$ cat src/verilog/biss_slave_pkg.sv
`default_nettype none
package biss_slave_pkg;

    // Timing at the 25 MHz system clock
    localparam int CLK_NS = 40;
    localparam int BUSY_NS = 5500;
    localparam int BUSY_CYC = (BUSY_NS + CLK_NS - 1) / CLK_NS;
    localparam int TOUT_NS = 15000;
    localparam int TOUT_CYC = (TOUT_NS + CLK_NS - 1) / CLK_NS;
    localparam logic [8:0] BUSY_LOAD = 9'(BUSY_CYC);
    localparam logic [8:0] TOUT_LAST = 9'(TOUT_CYC - 1);

    // Single cycle data layout
    localparam int MT_W = 16;
    localparam int ST_W = 17;
    localparam int SCD_W = MT_W + ST_W + 2;
    localparam int SEND_W = SCD_W + 6 + 2;
    localparam logic [5:0] SEND_LAST = 6'(SEND_W);

    // Checksums
    localparam logic [6:0] CRC6_POLY = 7'h43;
    localparam logic [5:0] CRC6_INIT = 6'h00;
    localparam logic [4:0] CRC4_POLY = 5'h13;
    localparam logic [3:0] CRC4_INIT = 4'h0;

    // Control frame
    localparam logic [3:0] ZERO_RUN = 4'hE;
    localparam logic [2:0] SLAVE_ID = 3'h0;
    localparam logic [5:0] CF_CTS = 6'h01;
    localparam logic [5:0] CF_ID0 = 6'h02;
    localparam logic [5:0] CF_ID2 = 6'h04;
    localparam logic [5:0] CF_ADR0 = 6'h05;
    localparam logic [5:0] CF_ADR6 = 6'h0B;
    localparam logic [5:0] CF_HCRC0 = 6'h0C;
    localparam logic [5:0] CF_HCRC3 = 6'h0F;
    localparam logic [5:0] CF_R = 6'h10;
    localparam logic [5:0] CF_W = 6'h11;
    localparam logic [5:0] CF_DAT0 = 6'h12;
    localparam logic [5:0] CF_DAT7 = 6'h19;
    localparam logic [5:0] CF_DCRC0 = 6'h1A;
    localparam logic [5:0] CF_DCRC3 = 6'h1D;
    localparam logic [5:0] CF_ANS0 = 6'h1E;
    localparam logic [5:0] CF_ACRC3 = 6'h29;
    localparam logic [5:0] CF_STOP = 6'h2A;

    // Registers
    localparam logic [5:0] BANK_SEL_IDX = 6'h00;
    localparam logic [7:0] DIR_RESET = 8'h00;
    localparam int WR_W = 8 + 7 + 8;

    typedef enum logic [2:0] {
        S_IDLE = 3'b000,
        S_LATCH = 3'b001,
        S_ACK = 3'b011,
        S_SEND = 3'b010,
        S_TOUT = 3'b110
    } frame_state_t;

endpackage : biss_slave_pkg
`default_nettype wire

$ cat src/verilog/two_entry_buffer.sv
`timescale 1ns/1ps
`default_nettype none
module two_entry_buffer #(
    parameter int W = 8
) (
    // Clock and reset
    input wire logic clk_sys,
    input wire logic resetn,
    // Filling side
    input wire logic in_valid,
    output logic in_ready,
    input wire logic [W-1:0] in_data,
    // Draining side
    output logic out_valid,
    input wire logic out_ready,
    output logic [W-1:0] out_data
);

    logic [W-1:0] head_reg;
    logic [W-1:0] tail_reg;
    logic head_v_reg;
    logic tail_v_reg;
    wire push = in_valid & ~tail_v_reg;
    wire pop = head_v_reg & out_ready;

    // Both outputs come from flops so the stall path stays short
    assign in_ready = ~tail_v_reg;
    assign out_valid = head_v_reg;
    assign out_data = head_reg;

    always_ff @(posedge clk_sys) begin
        if (!resetn) begin
            head_v_reg <= 1'b0;
            tail_v_reg <= 1'b0;
            head_reg <= '0;
            tail_reg <= '0;
        end else if (pop && tail_v_reg) begin
            head_reg <= tail_reg;
            tail_reg <= in_data;
            tail_v_reg <= push;
        end else if (pop) begin
            head_reg <= in_data;
            head_v_reg <= push;
        end else if (push && !head_v_reg) begin
            head_reg <= in_data;
            head_v_reg <= 1'b1;
        end else if (push) begin
            tail_reg <= in_data;
            tail_v_reg <= 1'b1;
        end
    end

endmodule : two_entry_buffer
`default_nettype wire

$ cat src/verilog/biss_c_encoder_slave.sv
`timescale 1ns/1ps
`default_nettype none
// How it works
// - Master clocks the link on its clock line; slave answers on its data line.
// - Position is captured at the first falling clock edge of each cycle.
// - First rising edge drives the data line low; held until data is ready.
// - When ready, a start bit of one goes out on a rising clock edge.
// - One slave control bit follows the start bit, then the single cycle data.
// - Send 16-bit count, 17-bit angle, fault, caution, 6-bit checksum, MSB first.
// - The checksum covers count, angle, fault and caution bits.
// - Six-bit checksum, polynomial 0x43, start value zero, sent inverted.
// - Data line held low for the timeout; master's control bit read then.
// - Both lines rest high between cycles.
// - Control frames collect one master and one slave bit per cycle.
// - A control frame starts after 14 zero master control bits, or at once after a clean stop.
// - Slave returns lock bits telling which slave numbers are busy.
// - After a write the slave returns the value read back from that register.
// - Every control frame closes with a zero stop bit.
// - Indices 0x00-0x3F reach the bank chosen at 0x40; above that, direct.
module biss_c_encoder_slave
    import biss_slave_pkg::*;
(
    // Clock and reset
    input wire logic clk_sys,
    input wire logic resetn,
    // Link
    input wire logic ma_in,
    output logic slo_out,
    // Position source
    input wire logic [MT_W-1:0] multiturn_count,
    input wire logic [ST_W-1:0] singleturn_angle,
    input wire logic fault_in,
    input wire logic caution_in,
    // Banked register read
    output logic [7:0] bank_sel,
    output logic [5:0] bank_index,
    input wire logic [7:0] bank_rd_data,
    // Register write stream
    output logic wr_valid,
    input wire logic wr_ready,
    output logic [7:0] wr_bank,
    output logic [6:0] wr_addr,
    output logic [7:0] wr_data
);

    function automatic logic [5:0] crc6_of(input logic [SCD_W-1:0] d);
        logic [5:0] c;
        logic fb;
        c = CRC6_INIT;
        for (int i = SCD_W - 1; i >= 0; i--) begin
            fb = c[5] ^ d[i];
            c = {c[4:0], 1'b0} ^ (fb ? CRC6_POLY[5:0] : 6'h00);
        end
        return c;
    endfunction : crc6_of

    function automatic logic [3:0] crc4_step(input logic [3:0] c,
                                             input logic b);
        return {c[2:0], 1'b0} ^ ((c[3] ^ b) ? CRC4_POLY[3:0] : 4'h0);
    endfunction : crc4_step

    function automatic logic [3:0] crc4_of8(input logic [7:0] d);
        logic [3:0] c;
        c = CRC4_INIT;
        for (int i = 7; i >= 0; i--) begin
            c = crc4_step(c, d[i]);
        end
        return c;
    endfunction : crc4_of8

    function automatic logic in_range(input logic [5:0] v,
                                      input logic [5:0] lo,
                                      input logic [5:0] hi);
        return (v >= lo) && (v <= hi);
    endfunction : in_range

    // Clock line synchroniser and edge finder
    logic ma_meta_reg;
    logic ma_sync_reg;
    logic ma_prev_reg;
    wire ma_rise = ma_sync_reg & ~ma_prev_reg;
    wire ma_fall = ~ma_sync_reg & ma_prev_reg;
    wire ma_edge = ma_rise | ma_fall;

    always_ff @(posedge clk_sys) begin
        if (!resetn) begin
            ma_meta_reg <= 1'b1;
            ma_sync_reg <= 1'b1;
            ma_prev_reg <= 1'b1;
        end else begin
            ma_meta_reg <= ma_in;
            ma_sync_reg <= ma_meta_reg;
            ma_prev_reg <= ma_sync_reg;
        end
    end

    // Frame sequencer
    frame_state_t state_reg;
    frame_state_t state_next;
    logic slo_reg;
    logic [8:0] idle_cnt_reg;
    logic [8:0] busy_cnt_reg;
    logic [SEND_W-1:0] send_sh_reg;
    logic [5:0] send_cnt_reg;
    logic cds_bit;

    wire [SCD_W-1:0] scd_word = {multiturn_count, singleturn_angle,
                                 fault_in, caution_in};
    wire [5:0] scd_crc = ~crc6_of(scd_word);
    wire busy_done = busy_cnt_reg == 9'h000;
    wire sent_all = send_cnt_reg == SEND_LAST;
    wire tout_hit = idle_cnt_reg == TOUT_LAST;
    wire latch_now = (state_reg == S_IDLE) & ma_fall;
    wire shift_now = ma_rise & (((state_reg == S_ACK) & busy_done) |
                                ((state_reg == S_SEND) & ~sent_all));
    wire cdm_take = (state_reg == S_TOUT) & tout_hit;
    // Control bit travels inverted on the line
    wire cdm = ~ma_sync_reg;

    // Timer restarts on every clock edge so it measures from the last one
    wire [8:0] idle_cnt_next = (state_reg == S_IDLE || ma_edge) ? 9'h000 :
                               idle_cnt_reg + 9'h001;
    wire [8:0] busy_cnt_next = latch_now ? BUSY_LOAD :
                               busy_done ? 9'h000 :
                               busy_cnt_reg - 9'h001;
    wire [SEND_W-1:0] send_sh_next =
        latch_now ? {1'b1, cds_bit, scd_word, scd_crc} :
        shift_now ? {send_sh_reg[SEND_W-2:0], 1'b0} : send_sh_reg;
    wire [5:0] send_cnt_next = latch_now ? 6'h00 :
                               shift_now ? send_cnt_reg + 6'h01 :
                               send_cnt_reg;
    wire slo_next =
        tout_hit ? 1'b1 :
        ((state_reg == S_LATCH) & ma_rise) ? 1'b0 :
        shift_now ? send_sh_reg[SEND_W-1] :
        ((state_reg == S_SEND) & ma_rise) ? 1'b0 :
        slo_reg;

    always_comb begin
        state_next = state_reg;
        case (state_reg)
            S_IDLE: if (ma_fall) state_next = S_LATCH;
            S_LATCH: if (ma_rise) state_next = S_ACK;
            S_ACK: if (ma_rise && busy_done) state_next = S_SEND;
            S_SEND: if (ma_rise && sent_all) state_next = S_TOUT;
            S_TOUT: state_next = S_TOUT;
            default: state_next = S_IDLE;
        endcase
        // A master that stops clocking mid-frame also ends it here
        if (tout_hit) state_next = S_IDLE;
    end

    always_ff @(posedge clk_sys) begin
        if (!resetn) begin
            state_reg <= S_IDLE;
            slo_reg <= 1'b1;
            idle_cnt_reg <= 9'h000;
            busy_cnt_reg <= 9'h000;
            send_sh_reg <= '0;
            send_cnt_reg <= 6'h00;
        end else begin
            state_reg <= state_next;
            slo_reg <= slo_next;
            idle_cnt_reg <= idle_cnt_next;
            busy_cnt_reg <= busy_cnt_next;
            send_sh_reg <= send_sh_next;
            send_cnt_reg <= send_cnt_next;
        end
    end

    assign slo_out = slo_reg;

    // Control frame state
    logic ctl_on_reg;
    logic [5:0] idx_reg;
    logic [3:0] zero_run_reg;
    logic [3:0] crc_reg;
    logic [2:0] id_reg;
    logic [6:0] adr_reg;
    logic rd_reg;
    logic wr_reg;
    logic [7:0] wdat_reg;
    logic [10:0] ans_sh_reg;
    logic [7:0] dir_mem [0:63];
    logic buf_in_ready;

    wire in_id = in_range(idx_reg, CF_ID0, CF_ID2);
    wire in_adr = in_range(idx_reg, CF_ADR0, CF_ADR6);
    wire in_dat = in_range(idx_reg, CF_DAT0, CF_DAT7);
    wire in_chk = in_range(idx_reg, CF_HCRC0, CF_HCRC3) |
                  in_range(idx_reg, CF_DCRC0, CF_DCRC3);
    wire in_ans = in_range(idx_reg, CF_ANS0 + 6'h01, CF_ACRC3);
    wire bit_bad =
        ((idx_reg == CF_CTS) & ~cdm) |
        (in_chk & (cdm == crc_reg[3])) |
        ((idx_reg == CF_W) & ((id_reg != SLAVE_ID) | (rd_reg == cdm))) |
        ((idx_reg == CF_STOP) & cdm);
    // New frame needs room for its possible write before it is accepted
    wire frame_go = ~ctl_on_reg & cdm & (zero_run_reg >= ZERO_RUN) &
                    buf_in_ready;
    wire ctl_step = cdm_take & ctl_on_reg;
    wire do_write = ctl_step & ~bit_bad & (idx_reg == CF_DCRC3) &
                    wr_reg;

    // Register read selection
    wire [7:0] rd_mux = adr_reg[6] ? dir_mem[adr_reg[5:0]] :
                        bank_rd_data;
    wire [11:0] ans_word = {rd_mux, ~crc4_of8(rd_mux)};
    wire ans_load = latch_now & ctl_on_reg & (idx_reg == CF_ANS0);

    always_comb begin
        cds_bit = 1'b0;
        if (ctl_on_reg && in_id) begin
            cds_bit = idx_reg == CF_ID2;
        end else if (ctl_on_reg && idx_reg == CF_ANS0) begin
            cds_bit = ans_word[11];
        end else if (ctl_on_reg && in_ans) begin
            cds_bit = ans_sh_reg[10];
        end
    end

    always_ff @(posedge clk_sys) begin
        if (!resetn) begin
            ans_sh_reg <= '0;
        end else if (ans_load) begin
            ans_sh_reg <= ans_word[10:0];
        end else if (latch_now && ctl_on_reg && in_ans) begin
            ans_sh_reg <= {ans_sh_reg[9:0], 1'b0};
        end
    end

    always_ff @(posedge clk_sys) begin
        if (!resetn) begin
            ctl_on_reg <= 1'b0;
            idx_reg <= 6'h00;
            zero_run_reg <= 4'h0;
            crc_reg <= CRC4_INIT;
        end else if (frame_go && cdm_take) begin
            ctl_on_reg <= 1'b1;
            idx_reg <= CF_CTS;
            crc_reg <= CRC4_INIT;
        end else if (cdm_take && !ctl_on_reg) begin
            zero_run_reg <= cdm ? 4'h0 :
                (zero_run_reg == ZERO_RUN ? ZERO_RUN :
                 zero_run_reg + 4'h1);
        end else if (ctl_step && (bit_bad || idx_reg == CF_STOP)) begin
            // A clean stop lets the next frame open at once
            ctl_on_reg <= 1'b0;
            zero_run_reg <= bit_bad ? 4'h0 : ZERO_RUN;
        end else if (ctl_step) begin
            idx_reg <= idx_reg + 6'h01;
            if (in_id || in_adr || in_dat) begin
                crc_reg <= crc4_step(crc_reg, cdm);
            end else if (in_chk) begin
                crc_reg <= {crc_reg[2:0], 1'b0};
            end
        end
    end

    always_ff @(posedge clk_sys) begin
        if (!resetn) begin
            id_reg <= 3'h0;
            adr_reg <= 7'h00;
            rd_reg <= 1'b0;
            wr_reg <= 1'b0;
            wdat_reg <= 8'h00;
        end else if (ctl_step) begin
            if (in_id) id_reg <= {id_reg[1:0], cdm};
            if (in_adr) adr_reg <= {adr_reg[5:0], cdm};
            if (idx_reg == CF_R) rd_reg <= cdm;
            if (idx_reg == CF_W) wr_reg <= cdm;
            if (in_dat) wdat_reg <= {wdat_reg[6:0], cdm};
        end
    end

    // Direct registers; entry 0 is the bank selector
    always_ff @(posedge clk_sys) begin
        if (!resetn) begin
            for (int i = 0; i < 64; i++) begin
                dir_mem[i] <= DIR_RESET;
            end
        end else if (do_write && adr_reg[6]) begin
            dir_mem[adr_reg[5:0]] <= wdat_reg;
        end
    end

    assign bank_sel = dir_mem[BANK_SEL_IDX];
    assign bank_index = adr_reg[5:0];

    // Every accepted write is also streamed out; the user keeps banks
    logic [WR_W-1:0] wr_word;

    two_entry_buffer #(
        .W(WR_W)
    ) u_wr_buf (
        .clk_sys(clk_sys),
        .resetn(resetn),
        .in_valid(do_write),
        .in_ready(buf_in_ready),
        .in_data({dir_mem[BANK_SEL_IDX], adr_reg, wdat_reg}),
        .out_valid(wr_valid),
        .out_ready(wr_ready),
        .out_data(wr_word)
    );

    assign wr_bank = wr_word[WR_W-1 -: 8];
    assign wr_addr = wr_word[14:8];
    assign wr_data = wr_word[7:0];

endmodule : biss_c_encoder_slave
`default_nettype wire

$ cat config.mk
export PLATFORM = sky130hd
export DESIGN_NAME = biss_c_encoder_slave
export DESIGN_NICKNAME = d
export VERILOG_FILES = /design/src/verilog/biss_slave_pkg.sv /design/src/verilog/two_entry_buffer.sv /design/src/verilog/biss_c_encoder_slave.sv
export SDC_FILE = /design/constraint.sdc
export NUM_CORES = 1
export LEC_CHECK = 0
export BUFFER_PORTS_ARGS = -buffer_cell sky130_fd_sc_hd__buf_2
export CORE_MARGIN = 2
export CORE_UTILIZATION = 27
export CTS_CLUSTER_DIAMETER = 150
export DETAILED_ROUTE_END_ITERATION = 8
export PLACE_DENSITY = 0.51
export RECOVER_POWER = 100
export SKIP_LAST_GASP = 1
export SLEW_MARGIN = 40
export SYNTH_ARGS = -nofsm -noshare
export SYNTH_HDL_FRONTEND = slang
export SYNTH_SLANG_ARGS = --single-unit
$ cat constraint.sdc
create_clock -name clk_sys -period 4.9 [get_ports clk_sys]
set_input_delay 0.49 -clock clk_sys [delete_from_list [all_inputs] [get_ports clk_sys]]
set_output_delay 0.49 -clock clk_sys [all_outputs]
set_load 0.01 [all_outputs]
Word level (Yosys, flattened, before mapping):

Memory sizes are Yosys's and may differ from the RTL's. A register that Yosys moved wholly into a read port is not among the register bits.
Cells that the tools add are included.

* register bits after elaboration: 168
* RAM bits: 512
* memories: 1
* input port bits: 47
* output and inout bits: 39

Memories
* dir_mem: depth 64, bits a word 8, read ports 2, clocked after Yosys merged registers in 1, write ports 64, line biss_c_encoder_slave.sv:184 `logic [7:0] dir_mem [0:63];`

* bitwise gates (word level): 128
* mux-type cells: 98
* reduce and logical (&&, ||, !) cells: 57
* $lt $le $gt $ge: 13
* equal/unequal tests: 24
* $add $sub $neg: 5

Operators with widths (number)
* $xor 6x2->6: 31
* $mux 23: 7
* $mux 2: 44
* $mux 43: 2
* $xor 1x1->1: 36
* $mux 8: 4
* $xor 4x2->4: 8
* $mux 4: 7
* $and 1x1->1: 24
* $eq 6x5->1 const B: 4
* $mux 1: 24
* $mux 11: 2
* $logic_and 1x1->1: 19
* $ge 6x5->1 const B: 3
* $mux 6: 3
* $reduce_and 2->1: 8
* $reduce_bool 2->1: 8
* $pmux 3 s5: 1
* $add 6x1->6 const B: 2
* $eq 6x6->1 const B: 2
* $le 6x4->1 const B: 2
* $le 6x5->1 const B: 2
* $mux 3: 4
* $not 1->1: 11
* other kinds (35): 67

Depth between registers and ports, before layout:

Gate-level depths: netlist of the first run.

* depth in word-level cells: 98
* depth in mapped cells: 14
* mapped depth without buffers: 10

Hierarchy:

A second synthesis of the first run with hierarchy kept.

* cell total of the unflattened synthesis: 2677
* area, all modules: 33479.6 um^2

By module, submodules not included
* biss_c_encoder_slave: seq. area each 17897.2 um^2, times used 1, area an instance 30676.9 um^2, cells an instance 2375
* two_entry_buffer: seq. area each 960.9 um^2, times used 1, area an instance 2802.7 um^2, cells an instance 302

Worst setup path before layout of the first run:

No wires, ideal clock.

* path kind: reg2reg
* start point: register idx_reg[1]
* end point: memory dir_mem[11][0], enable pin
* cell stages (with the launch flop): 11
* slack: 1.540 ns
* buffers on the path: 1
* required time: 4.516 ns
* arrival time: 2.976 ns
* cells stage by stage: dfxtp_1 > inv_1 > ha_1 > nor3b_1 > mux2i_1 > nand4b_1 > a21oi_1 > nor4_2 > nand4b_1 > clkbuf_1 > o21ai_0

RTL lines
* from (decl): line biss_c_encoder_slave.sv:175 `logic [5:0] idx_reg;`
* from (signal assigned): line biss_c_encoder_slave.sv:251 `idx_reg <= idx_reg + 6'h01;`
* to (decl): line biss_c_encoder_slave.sv:184

==> results of run 1 <==
-- cell type report --
type	count	area (um^2)
Inverter	19	71.3
Clock inverter	34	359
Clock buffer	104	2080
Fill cell	12100	82400
Multi-Input combinational cell	1621	12800
Timing Repair Buffer	201	1250
Sequential cell	686	18900
Tap cell	1612	2020
-- metal layers --
| metal | vias to the layer above | GRT usage, % | part of all wire, % |
|---|---|---|---|
| met2 | 401 | 23.6 | 47 |
| met3 | 106 | 2.27 | 4.5 |
| li1 | 9307 | - | - |
| met1 | 10000 | 20.2 | 46 |
| met4 | 0 | 3.69 | 2.0 |
| met5 | - | 0 | 0 |
-- worst max path at each step --
| stage | startpoint | endpoint |
|---|---|---|
| after floorplan | idx_reg[1]$_SDFFE_PP0P_ | dir_mem[11][0]$_SDFFCE_PN0P_ |
| after global placement | idx_reg[1]$_SDFFE_PP0P_ | dir_mem[37][4]$_SDFFCE_PN0P_ |
| after detailed placement | register | ans_sh_reg[1]$_SDFFE_PN0P_ |
| after CTS | register | ans_sh_reg[1]$_SDFFE_PN0P_ |
| after global routing | resetn | dir_mem[47][1]$_SDFFCE_PN0P_ |
| final | resetn | dir_mem[15][1]$_SDFFCE_PN0P_ |
-- power groups by stage --
stage / registers (mW) / logic (mW) / clock network [mW]
global placement: 6.73 / 0.967 / 0
detailed placement: 6.73 / 0.968 / 0
global route: 6.64 / 1.02 / 6.03
finish: 6.61 / 0.932 / 5.69
CTS: 6.61 / 0.976 / 5.81
floorplan: 6.68 / 0.702 / 0
-- cells by family after synthesis --
kind of cell | count (synthesis) | synth area share [%]
simple gates | 954 | 16.4
flops | 686 | 57.9
mux | 287 | 13.5
compound gates | 273 | 6.04
buf+inv | 222 | 2.99
xor+xnor | 94 | 2.66
fa+ha+maj | 13 | 0.500
-- per-stage QoR --
stage / std cells / hold WS [ns] / cell area, um^2 / utilization [%] / worst slack (ns)
5_1_grt: 4277 / 0.104 / 37400 / 31.2 / 0.411
4_1_cts: 4277 / 0.0797 / 37800 / 31.5 / 1.01
6_report: 4277 / 0.116 / 37400 / 31.2 / 0.537
2_1_floorplan: 2529 / 0.386 / 32600 / - / 1.54
3_3_place_gp: 4126 / 0.396 / 35100 / 29.3 / 0.986
3_5_place_dp: 4138 / 0.400 / 35300 / 29.5 / 1.04
-- placed cells by master (no fill, tap or decap), drive strengths merged, types with 39 or more instances in the layout --
cell    instances
mux4          121
o21ai          93
nand3          39
clkbuf        202
nand2         127
o211a          66
and2          527
mux2i         159
edfxtp        512
buf           102
xnor2          63
dfxtp         174
nor2b          47
nor2          129
-- worst max-delay path, cell delays in order --
cell,delay [ns]
clkbuf_1,1.69
nand2_1,0.36
nor4_4,0.70
nand4_1,0.17
clkbuf_2,0.41
o21ai_0,0.27
clkbuf_1,0.49
==> results.sh, run 1 <==
export IMPL_core_um2=120000
export IMPL_hp_class="input pin to register"
export IMPL_cp_max_fo=39
export IMPL_cts_made_buffers=77
export IMPL_power_switching_mw=3.06
export IMPL_crit_type="input pin to register"
export IMPL_synth_cell_types=68
export IMPL_min_from="multiturn_count[1]"
export IMPL_drc_errors=0
export IMPL_max_vdd_ir_drop_mv=0.231
export IMPL_synthFlopType="edfxtp_1"
export IMPL_cts_buffer_depth=3
export IMPL_ys_warnings_count=0
export IMPL_nets=2666
export IMPL_p_int_mw=10.2
export IMPL_p_comb_share_pct=7.0
export IMPL_cap_viol_max_count=2
export IMPL_status="finished, violations left"
export IMPL_drv_slew=49
export IMPL_drive_gt1_share_pct=13.8
export IMPL_r2r_cells=9
export IMPL_fin_tns_setup_ns=0
export IMPL_yosysMostFrequentCell="and2_1"
export IMPL_drtAntennaViolNets=0
export IMPL_gp_congestion=0.803
export IMPL_min_path_cells=2
export IMPL_p_sw_share_pct=23.1
export IMPL_insertedDiodeCount=0
export IMPL_p_total_mw=13.2
export IMPL_yosysTopAreaCell="edfxtp_1"
export IMPL_avgSynthCellArea_um2=12.9
export IMPL_clock_sinks=686
export IMPL_num_rows=127
export IMPL_ys_seq_area_share_pct=57.9
export IMPL_areaGrowthSynthToFinish_pct=15.0
export IMPL_synthArstFlopShare_pct=0
export IMPL_finalSetupViolCount=0
export IMPL_crit_arrival_ns=4.64
export IMPL_via_per_inst=4.64
export IMPL_dieArea_um2=123000
export IMPL_ctsHoldBuffers=1
export IMPL_critPathCaptureType="register"
export IMPL_vias=19800
export IMPL_grt_pass1_vias=20000
export IMPL_antenna_found_initial=0
export IMPL_die_height_um=351
export IMPL_timing_final_crit_share_pct=89.0
export IMPL_grt_max_degree=167
export IMPL_clockRootBuffer="clkbuf_16"
export IMPL_worst_clock_skew_ns=0.0233
export IMPL_yosys_top_cells_count="and2_1, edfxtp_1, dfxtp_1"
export IMPL_io_pins=86
export IMPL_hold_violations=0
export IMPL_power_leakage_nw=13.1
export IMPL_violations="capacitance limit, slew limit"
export IMPL_clkPwrFrac_pct=43.0
export IMPL_syn_area_um2=32600
export IMPL_ys_seq_elements=686
export IMPL_syn_nets=2589
export IMPL_path_clk_slew_ns=0.06
export IMPL_numPortBuffers=85
export IMPL_grt_pass1_wl_um=134000
export IMPL_largest_reg_flops=512
export IMPL_fmax_ghz=0.229
export IMPL_cts_tree="yes"
export IMPL_postCtsResizedCells=0
export IMPL_r2r_end="ans_sh_reg[1]$_SDFFE_PN0P_"
export IMPL_synthDominantCellAreaShare_pct=47.2
export IMPL_cp_required_ns=5.17
export IMPL_die_w_um=351
export IMPL_seqPwrFrac_pct=50.0
export IMPL_relSlewSlack_pct=-64.6
export IMPL_min_to="send_sh_reg[26]$_SDFFE_PN0P_"
export IMPL_synth_edf_count=512
export IMPL_dpl_hpwl_um=60100
export IMPL_drt_wl_total_um=90000
export IMPL_p_per_area_nw_per_um2=354
export IMPL_post_cts_buffers=0
export IMPL_syn_inst=2529
export IMPL_htree_levels=3
export IMPL_reg2reg_slack_ns=0.73
export IMPL_min_period_ns=4.36
export IMPL_grt_setup_unrepaired="no"
export IMPL_gr_total_overflow=0
export IMPL_grt_usage_pct=14.5
export IMPL_drt_iter0_drc=1513
export IMPL_wl_per_cell_um=21.0
export IMPL_dr_pass1_iters=5
export IMPL_start_util_pct=27.2
export IMPL_worst_slew_pin_slew_ns=2.47
export IMPL_synth_area_top_cells="edfxtp_1, dfxtp_1, and2_1"
export IMPL_clk_latency_ns=0.65
export IMPL_worst_setup_path_start_kind="input pin"
Note: power is estimated with default switching activity, not from simulation.
==> run 2, diff against run 1 <==
==> constraint.sdc (replaced) <==
create_clock -name clk_sys -period 4.9 [get_ports clk_sys]
set_input_delay 0.245 -clock clk_sys [delete_from_list [all_inputs] [get_ports clk_sys]]
set_output_delay 0.245 -clock clk_sys [all_outputs]
set_load 0.01 [all_outputs]
==> run 2 against run 1 <==
Clock power fell by 2%. Global-route usage barely moved. Sequential share of layout area fell by 0.29 points. Non-clock buffer count rose by 36. Clock skew rose by 0.00097 ns. Cell count rose by 0.75%. First-iteration DRC count rose by 3.9%. Via count rose by 0.98%. Critical path type is now register to register. The run still ends with capacitance limit, slew limit left. Register-to-register slack improved by 0.02 ns. Critical path depth rose by 4. Final area rose by 0.60%. Largest power group unchanged. Maximum frequency rose by 5.1%.
==> results.sh, run 2 (synthesis gave the netlist of run 1 again) <==
export IMPL_status="finished, violations left"
export IMPL_violations="capacitance limit, slew limit"
export IMPL_power_leakage_nw=13.3
export IMPL_timing_final_crit_share_pct=84.7
export IMPL_insertedDiodeCount=0
export IMPL_drtAntennaViolNets=0
export IMPL_die_w_um=351
export IMPL_crit_arrival_ns=4.42
export IMPL_cp_required_ns=5.17
export IMPL_finalSetupViolCount=0
export IMPL_max_vdd_ir_drop_mv=0.238
export IMPL_p_comb_share_pct=7.3
export IMPL_reg2reg_slack_ns=0.75
export IMPL_drt_iter0_drc=1572
export IMPL_clock_sinks=686
export IMPL_relSlewSlack_pct=-112
export IMPL_start_util_pct=27.2
export IMPL_min_period_ns=4.15
export IMPL_grt_pass1_vias=20100
export IMPL_post_cts_buffers=0
export IMPL_fillCellCount=12100
export IMPL_gp_congestion=0.811
export IMPL_grt_setup_unrepaired="no"
export IMPL_nets=2701
export IMPL_fin_cells=4309
export IMPL_finalWorstSetupSlack_ns=0.750
export IMPL_grt_max_degree=164
export IMPL_htree_levels=3
export IMPL_worst_slew_pin_slew_ns=3.18
export IMPL_hold_violations=0
export IMPL_drv_slew=177
export IMPL_numPortBuffers=85
export IMPL_clk_latency_ns=0.64
export IMPL_dr_pass1_iters=7
export IMPL_gr_total_overflow=0
export IMPL_antenna_found_initial=2
export IMPL_p_per_area_nw_per_um2=349
export IMPL_crit_path_start="idx_reg[1]$_SDFFE_PP0P_"
export IMPL_clkPwrFrac_pct=42.4
export IMPL_r2r_cells=11
export IMPL_dpl_hpwl_um=60400
export IMPL_place_area_um2=35300
export IMPL_areaGrowthSynthToFinish_pct=15.7
export IMPL_drt_wl_total_um=90100
export IMPL_wl_per_cell_um=20.9
export IMPL_drive_gt1_share_pct=13.8
export IMPL_timing_rr_start="idx_reg[1]$_SDFFE_PP0P_"
export IMPL_layout_commonest_cell="edfxtp_1"
export IMPL_cts_buffer_depth=3
export IMPL_hp_class="input pin to register"
export IMPL_io_pins=86
export IMPL_final_cell_mix="edfxtp_1, and2_0, and2_1"
export IMPL_p_int_mw=10.1
export IMPL_dpl_worst_slack_ns=1.18
export IMPL_cts_made_buffers=76
export IMPL_p_sw_share_pct=22.8
export IMPL_fmax_ghz=0.241
export IMPL_power_switching_mw=3.00
export IMPL_r2r_end="dir_mem[46][0]$_SDFFCE_PN0P_"
export IMPL_worst_clock_skew_ns=0.0243
export IMPL_min_path_cells=4
export IMPL_cap_viol_max_count=2
export IMPL_vias=20000
export IMPL_seqPwrFrac_pct=50.3
export IMPL_worst_setup_path_start_kind="register"
export IMPL_grt_usage_pct=14.5
export IMPL_largest_reg_flops=512
export IMPL_cp_max_fo=16
export IMPL_cp_endpoint="dir_mem[46][0]$_SDFFCE_PN0P_"
export IMPL_drc_errors=0
export IMPL_num_rows=127
export IMPL_dieArea_um2=123000
export IMPL_crit_type="register to register"
export IMPL_fin_area_um2=37700
export IMPL_via_per_inst=4.65
export IMPL_cts_tree="yes"
export IMPL_p_total_mw=13.1
export IMPL_grt_pass1_wl_um=134000
export IMPL_dp_cells=4137
export IMPL_core_um2=120000
export IMPL_die_height_um=351
export IMPL_fin_tns_setup_ns=0
export IMPL_critPathCaptureType="register"
export IMPL_path_clk_slew_ns=0.06
export IMPL_clockRootBuffer="clkbuf_16"
[run 2: cell count changes in the layout (fill, tap and decap cells not counted), moves of 3 or more]
cell and change:
clkinv_2 +4, clkbuf_8 +6, buf_12 -5, bufinv_16 -3
and2_0 -26, and2_1 +26, dlygate4sd3_1 +36, clkbuf_1 -7
inv_6 +4, clkinv_1 -4, clkinv_8 -4, buf_6 +3
[run 2: metal layers]
layer  wire length, um  GRT usage, %
met1             41200          20.1
met2             42600          23.6
met3              4070          2.09
met4              2300          4.23
met5                 0             0
[run 2: worst min path at each step]
stage	start	endpoint	slack (ns)
floorplan	ma_in	ma_meta_reg$_SDFF_PN1_	0.35
global placement	ma_meta_reg$_SDFF_PN1_	ma_sync_reg$_SDFF_PN1_	0.40
detailed placement	ma_meta_reg$_SDFF_PN1_	ma_sync_reg$_SDFF_PN1_	0.40
CTS	bank_rd_data[2]	ans_sh_reg[6]$_SDFFE_PN0P_	0.08
global route	bank_rd_data[2]	ans_sh_reg[6]$_SDFFE_PN0P_	0.14
finish	bank_rd_data[2]	ans_sh_reg[6]$_SDFFE_PN0P_	0.10
[run 2: through the flow]
stage                     hold slack [ns]  utilization (%)
after global routing                0.137             31.4
after global placement              0.399             29.3
after detailed placement            0.398             29.4
after CTS                          0.0824             31.7
final                               0.102             31.4
after floorplan                     0.346                -
[run 2: repair_timing]
| action | 4_1_cts | 5_1_grt |
|---|---|---|
| resized for setup | 0 | 0 |
| hold buffers | 37 | 0 |
| hold endpoints to repair | 37 | 0 |
[run 2: area by class of cell]
class | instances | area (um^2) | area share [%]
well taps | 1612 | 2020 | 5.36
repair buffers | 237 | 1570 | 4.16
clock buffers | 106 | 2170 | 5.76
inverters | 19 | 71.3 | 0.189
flip-flops and latches | 686 | 18900 | 50.2
clock inverters | 28 | 206 | 0.548
multi-input cells | 1621 | 12700 | 33.8
[run 2: worst max-delay path, cell delays in order (launching register included)]
cell and delay, ns:
dfxtp_1 0.45, inv_1 0.14, ha_1 0.30, nor3b_1 0.21, mux2i_1 0.16, nand4b_1 0.14
a21oi_1 0.13, nor4_1 1.03, nand4b_1 0.18, buf_4 0.28, o21ai_0 0.26, clkbuf_1 0.47
[run 2: power by group through the flow]
stage               combinational (mW)  clock, mW  sequential [mW]
floorplan                        0.702          0             6.68
global route                      1.06       5.91             6.64
global placement                 0.967          0             6.73
finish                           0.961       5.57             6.61
CTS                              0.997       5.70             6.61
detailed placement               0.967          0             6.73
==> run 3, diff against run 2 <==
==> constraint.sdc (replaced) <==
create_clock -name clk_sys -period 4.2 [get_ports clk_sys]
set_input_delay 0.21 -clock clk_sys [delete_from_list [all_inputs] [get_ports clk_sys]]
set_output_delay 0.21 -clock clk_sys [all_outputs]
set_load 0.01 [all_outputs]
==> run 3 against run 2 <==
The flow still finishes with violations (capacitance limit, slew limit). Global-route usage is 0.36 points higher. Wire length grew 1.8%. Register-to-register slack lost 0.39 ns. Clock skew rose by 0.0027 ns. Count of clock-buffer cells in the layout increased by 1. Worst hold slack got worse by 0.069 ns. Die area is the same. Total power grew 18%. Non-clock buffer count rose by 29. Setup slack lost 0.39 ns. Largest power group unchanged.
==> results.sh, run 3 (synthesis gave the netlist of run 1 again) <==
export IMPL_status="finished, violations left"
export IMPL_violations="capacitance limit, slew limit"
export IMPL_ctsHoldBuffers=37
export IMPL_met3_usage_pct=2.26
export IMPL_htree_levels=3
export IMPL_grt_usage_pct=14.9
export IMPL_areaGrowthSynthToFinish_pct=16.5
export IMPL_cp_required_ns=4.46
export IMPL_cp_slowest_cell="clkbuf_1"
export IMPL_dieArea_um2=123000
export IMPL_critPathBufInv=4
export IMPL_grt_busiest_layer="met2"
export IMPL_antenna_found_initial=2
export IMPL_crit_arrival_ns=4.10
export IMPL_grt_use_met1_pct=20.7
export IMPL_drtAntennaViolNets=0
export IMPL_power_leakage_nw=13.4
export IMPL_dpl_hpwl_um=61200
export IMPL_drive_gt1_share_pct=15.0
export IMPL_cts_tree="yes"
export IMPL_critPathMostFrequentCell="clkbuf_1"
export IMPL_core_um2=120000
export IMPL_crit_type="register to register"
export IMPL_clockRootBuffer="clkbuf_16"
export IMPL_fmax_ghz=0.260
export IMPL_p_per_area_nw_per_um2=410
export IMPL_drt_iter0_drc=1777
export IMPL_critPathCaptureType="register"
export IMPL_met2_usage_pct=24.0
export IMPL_die_height_um=351
export IMPL_path_delay_family="buffers and inverters"
export IMPL_gp_congestion=0.810
export IMPL_cap_viol_max_count=4
export IMPL_hold_worst_slack_ns=0.0331
export IMPL_clk_latency_ns=0.64
export IMPL_clock_sinks=686
export IMPL_drv_slew=94
export IMPL_vias=20400
export IMPL_worst_clock_skew_ns=0.0270
export IMPL_grt_setup_unrepaired="no"
export IMPL_nets=2731
export IMPL_cts_buffer_depth=3
export IMPL_numPortBuffers=85
export IMPL_worst_setup_path_start_kind="register"
export IMPL_gr_total_overflow=0
export IMPL_crit_chain="inv_1 > ha_1 > nor3b_1 > mux2i_1 > nand4b_1 > a21oi_1 > nor4_2 > clkbuf_1 > nand4bb_1 > clkbuf_2 > o21ai_0 > clkbuf_1"
export IMPL_worst_slew_pin_slew_ns=1.90
export IMPL_relSlewSlack_pct=-28.6
export IMPL_cts_made_buffers=77
export IMPL_cp_max_fo=16
export IMPL_min_period_ns=3.84
export IMPL_via_per_inst=4.68
export IMPL_drt_wl_total_um=91800
export IMPL_start_util_pct=27.2
export IMPL_largest_reg_flops=512
export IMPL_max_stage_delay_ns=0.46
export IMPL_grt_pass1_wl_um=137000
export IMPL_timing_final_crit_share_pct=91.4
export IMPL_die_w_um=351
export IMPL_dpl_worst_slack_ns=0.387
export IMPL_postCtsResizedCells=0
export IMPL_io_pins=86
export IMPL_post_cts_buffers=0
export IMPL_hp_class="input pin to register"
export IMPL_finalWorstSetupSlack_ns=0.360
export IMPL_drc_errors=0
export IMPL_layout_commonest_cell="edfxtp_1"
export IMPL_final_cell_mix="edfxtp_1, and2_0, and2_1"
export IMPL_finalSetupViolCount=0
export IMPL_path_clk_slew_ns=0.06
export IMPL_wl_per_cell_um=21.1
export IMPL_max_vdd_ir_drop_mv=0.265
export IMPL_grt_max_degree=83
export IMPL_fin_tns_setup_ns=0
export IMPL_hold_violations=0
export IMPL_num_rows=127
export IMPL_dr_pass1_iters=5
export IMPL_grt_pass1_vias=20400
-- run 3: cell count changes in the layout (fill, tap and decap cells not counted), sizes merged --
cell      delta
clkinvlp     +1
clkbuf      +31
clkinv       +5
inv          -1
diode        +1
buf          -1
bufinv       +2
-- run 3: area by class of cell --
cell class                      instances  area [um^2]
Fill cell                           12000        81900
Sequential cell                       686        18900
Multi-Input combinational cell       1621        12700
Clock buffer                          107         2150
Tap cell                             1612         2020
Timing Repair Buffer                  266         1740
Clock inverter                         35          313
Inverter                               19         71.3
Antenna cell                            1         2.50
-- run 3: power by group --
group          switching [mW]  internal [mW]  leakage [nW]
sequential              0.147           7.57          6.28
clock                    2.86           3.85          1.21
combinational           0.597          0.518          5.96
total                    3.60           11.9          13.4
-- run 3: per-layer routing --
metal | share of wire, % | up-vias
li1 | - | 9440
met1 | 46 | 10300
met5 | 0 | -
met4 | 2.2 | 0
met3 | 4.8 | 118
met2 | 47 | 465
-- run 3: path summary, 6_finish.rpt --
| path | slack (ns) | end | depth (start not counted) | startpoint |
|---|---|---|---|---|
| worst max register to register | 0.36 | dir_mem[10][1]$_SDFFCE_PN0P_ | 12 | idx_reg[1]$_SDFFE_PP0P_ |
| worst min-delay path | 0.03 | ans_sh_reg[3]$_SDFFE_PN0P_ | 2 | resetn |
| worst min register to register | 0.41 | ma_sync_reg$_SDFF_PN1_ | 1 | ma_meta_reg$_SDFF_PN1_ |
| worst max-delay path | 0.36 | dir_mem[10][1]$_SDFFCE_PN0P_ | 12 | idx_reg[1]$_SDFFE_PP0P_ |
-- run 3: through the flow --
step / area [um^2] / util [%] / std cells / power, mW
6_report: 37900 / 31.7 / 4347 / 15.5
3_5_place_dp: 35500 / 29.6 / 4167 / 8.99
2_1_floorplan: 32600 / - / 2529 / 8.61
3_3_place_gp: 35300 / 29.4 / 4157 / 9.00
4_1_cts: 38300 / 32.0 / 4346 / 15.8
5_1_grt: 37900 / 31.7 / 4346 / 16.1
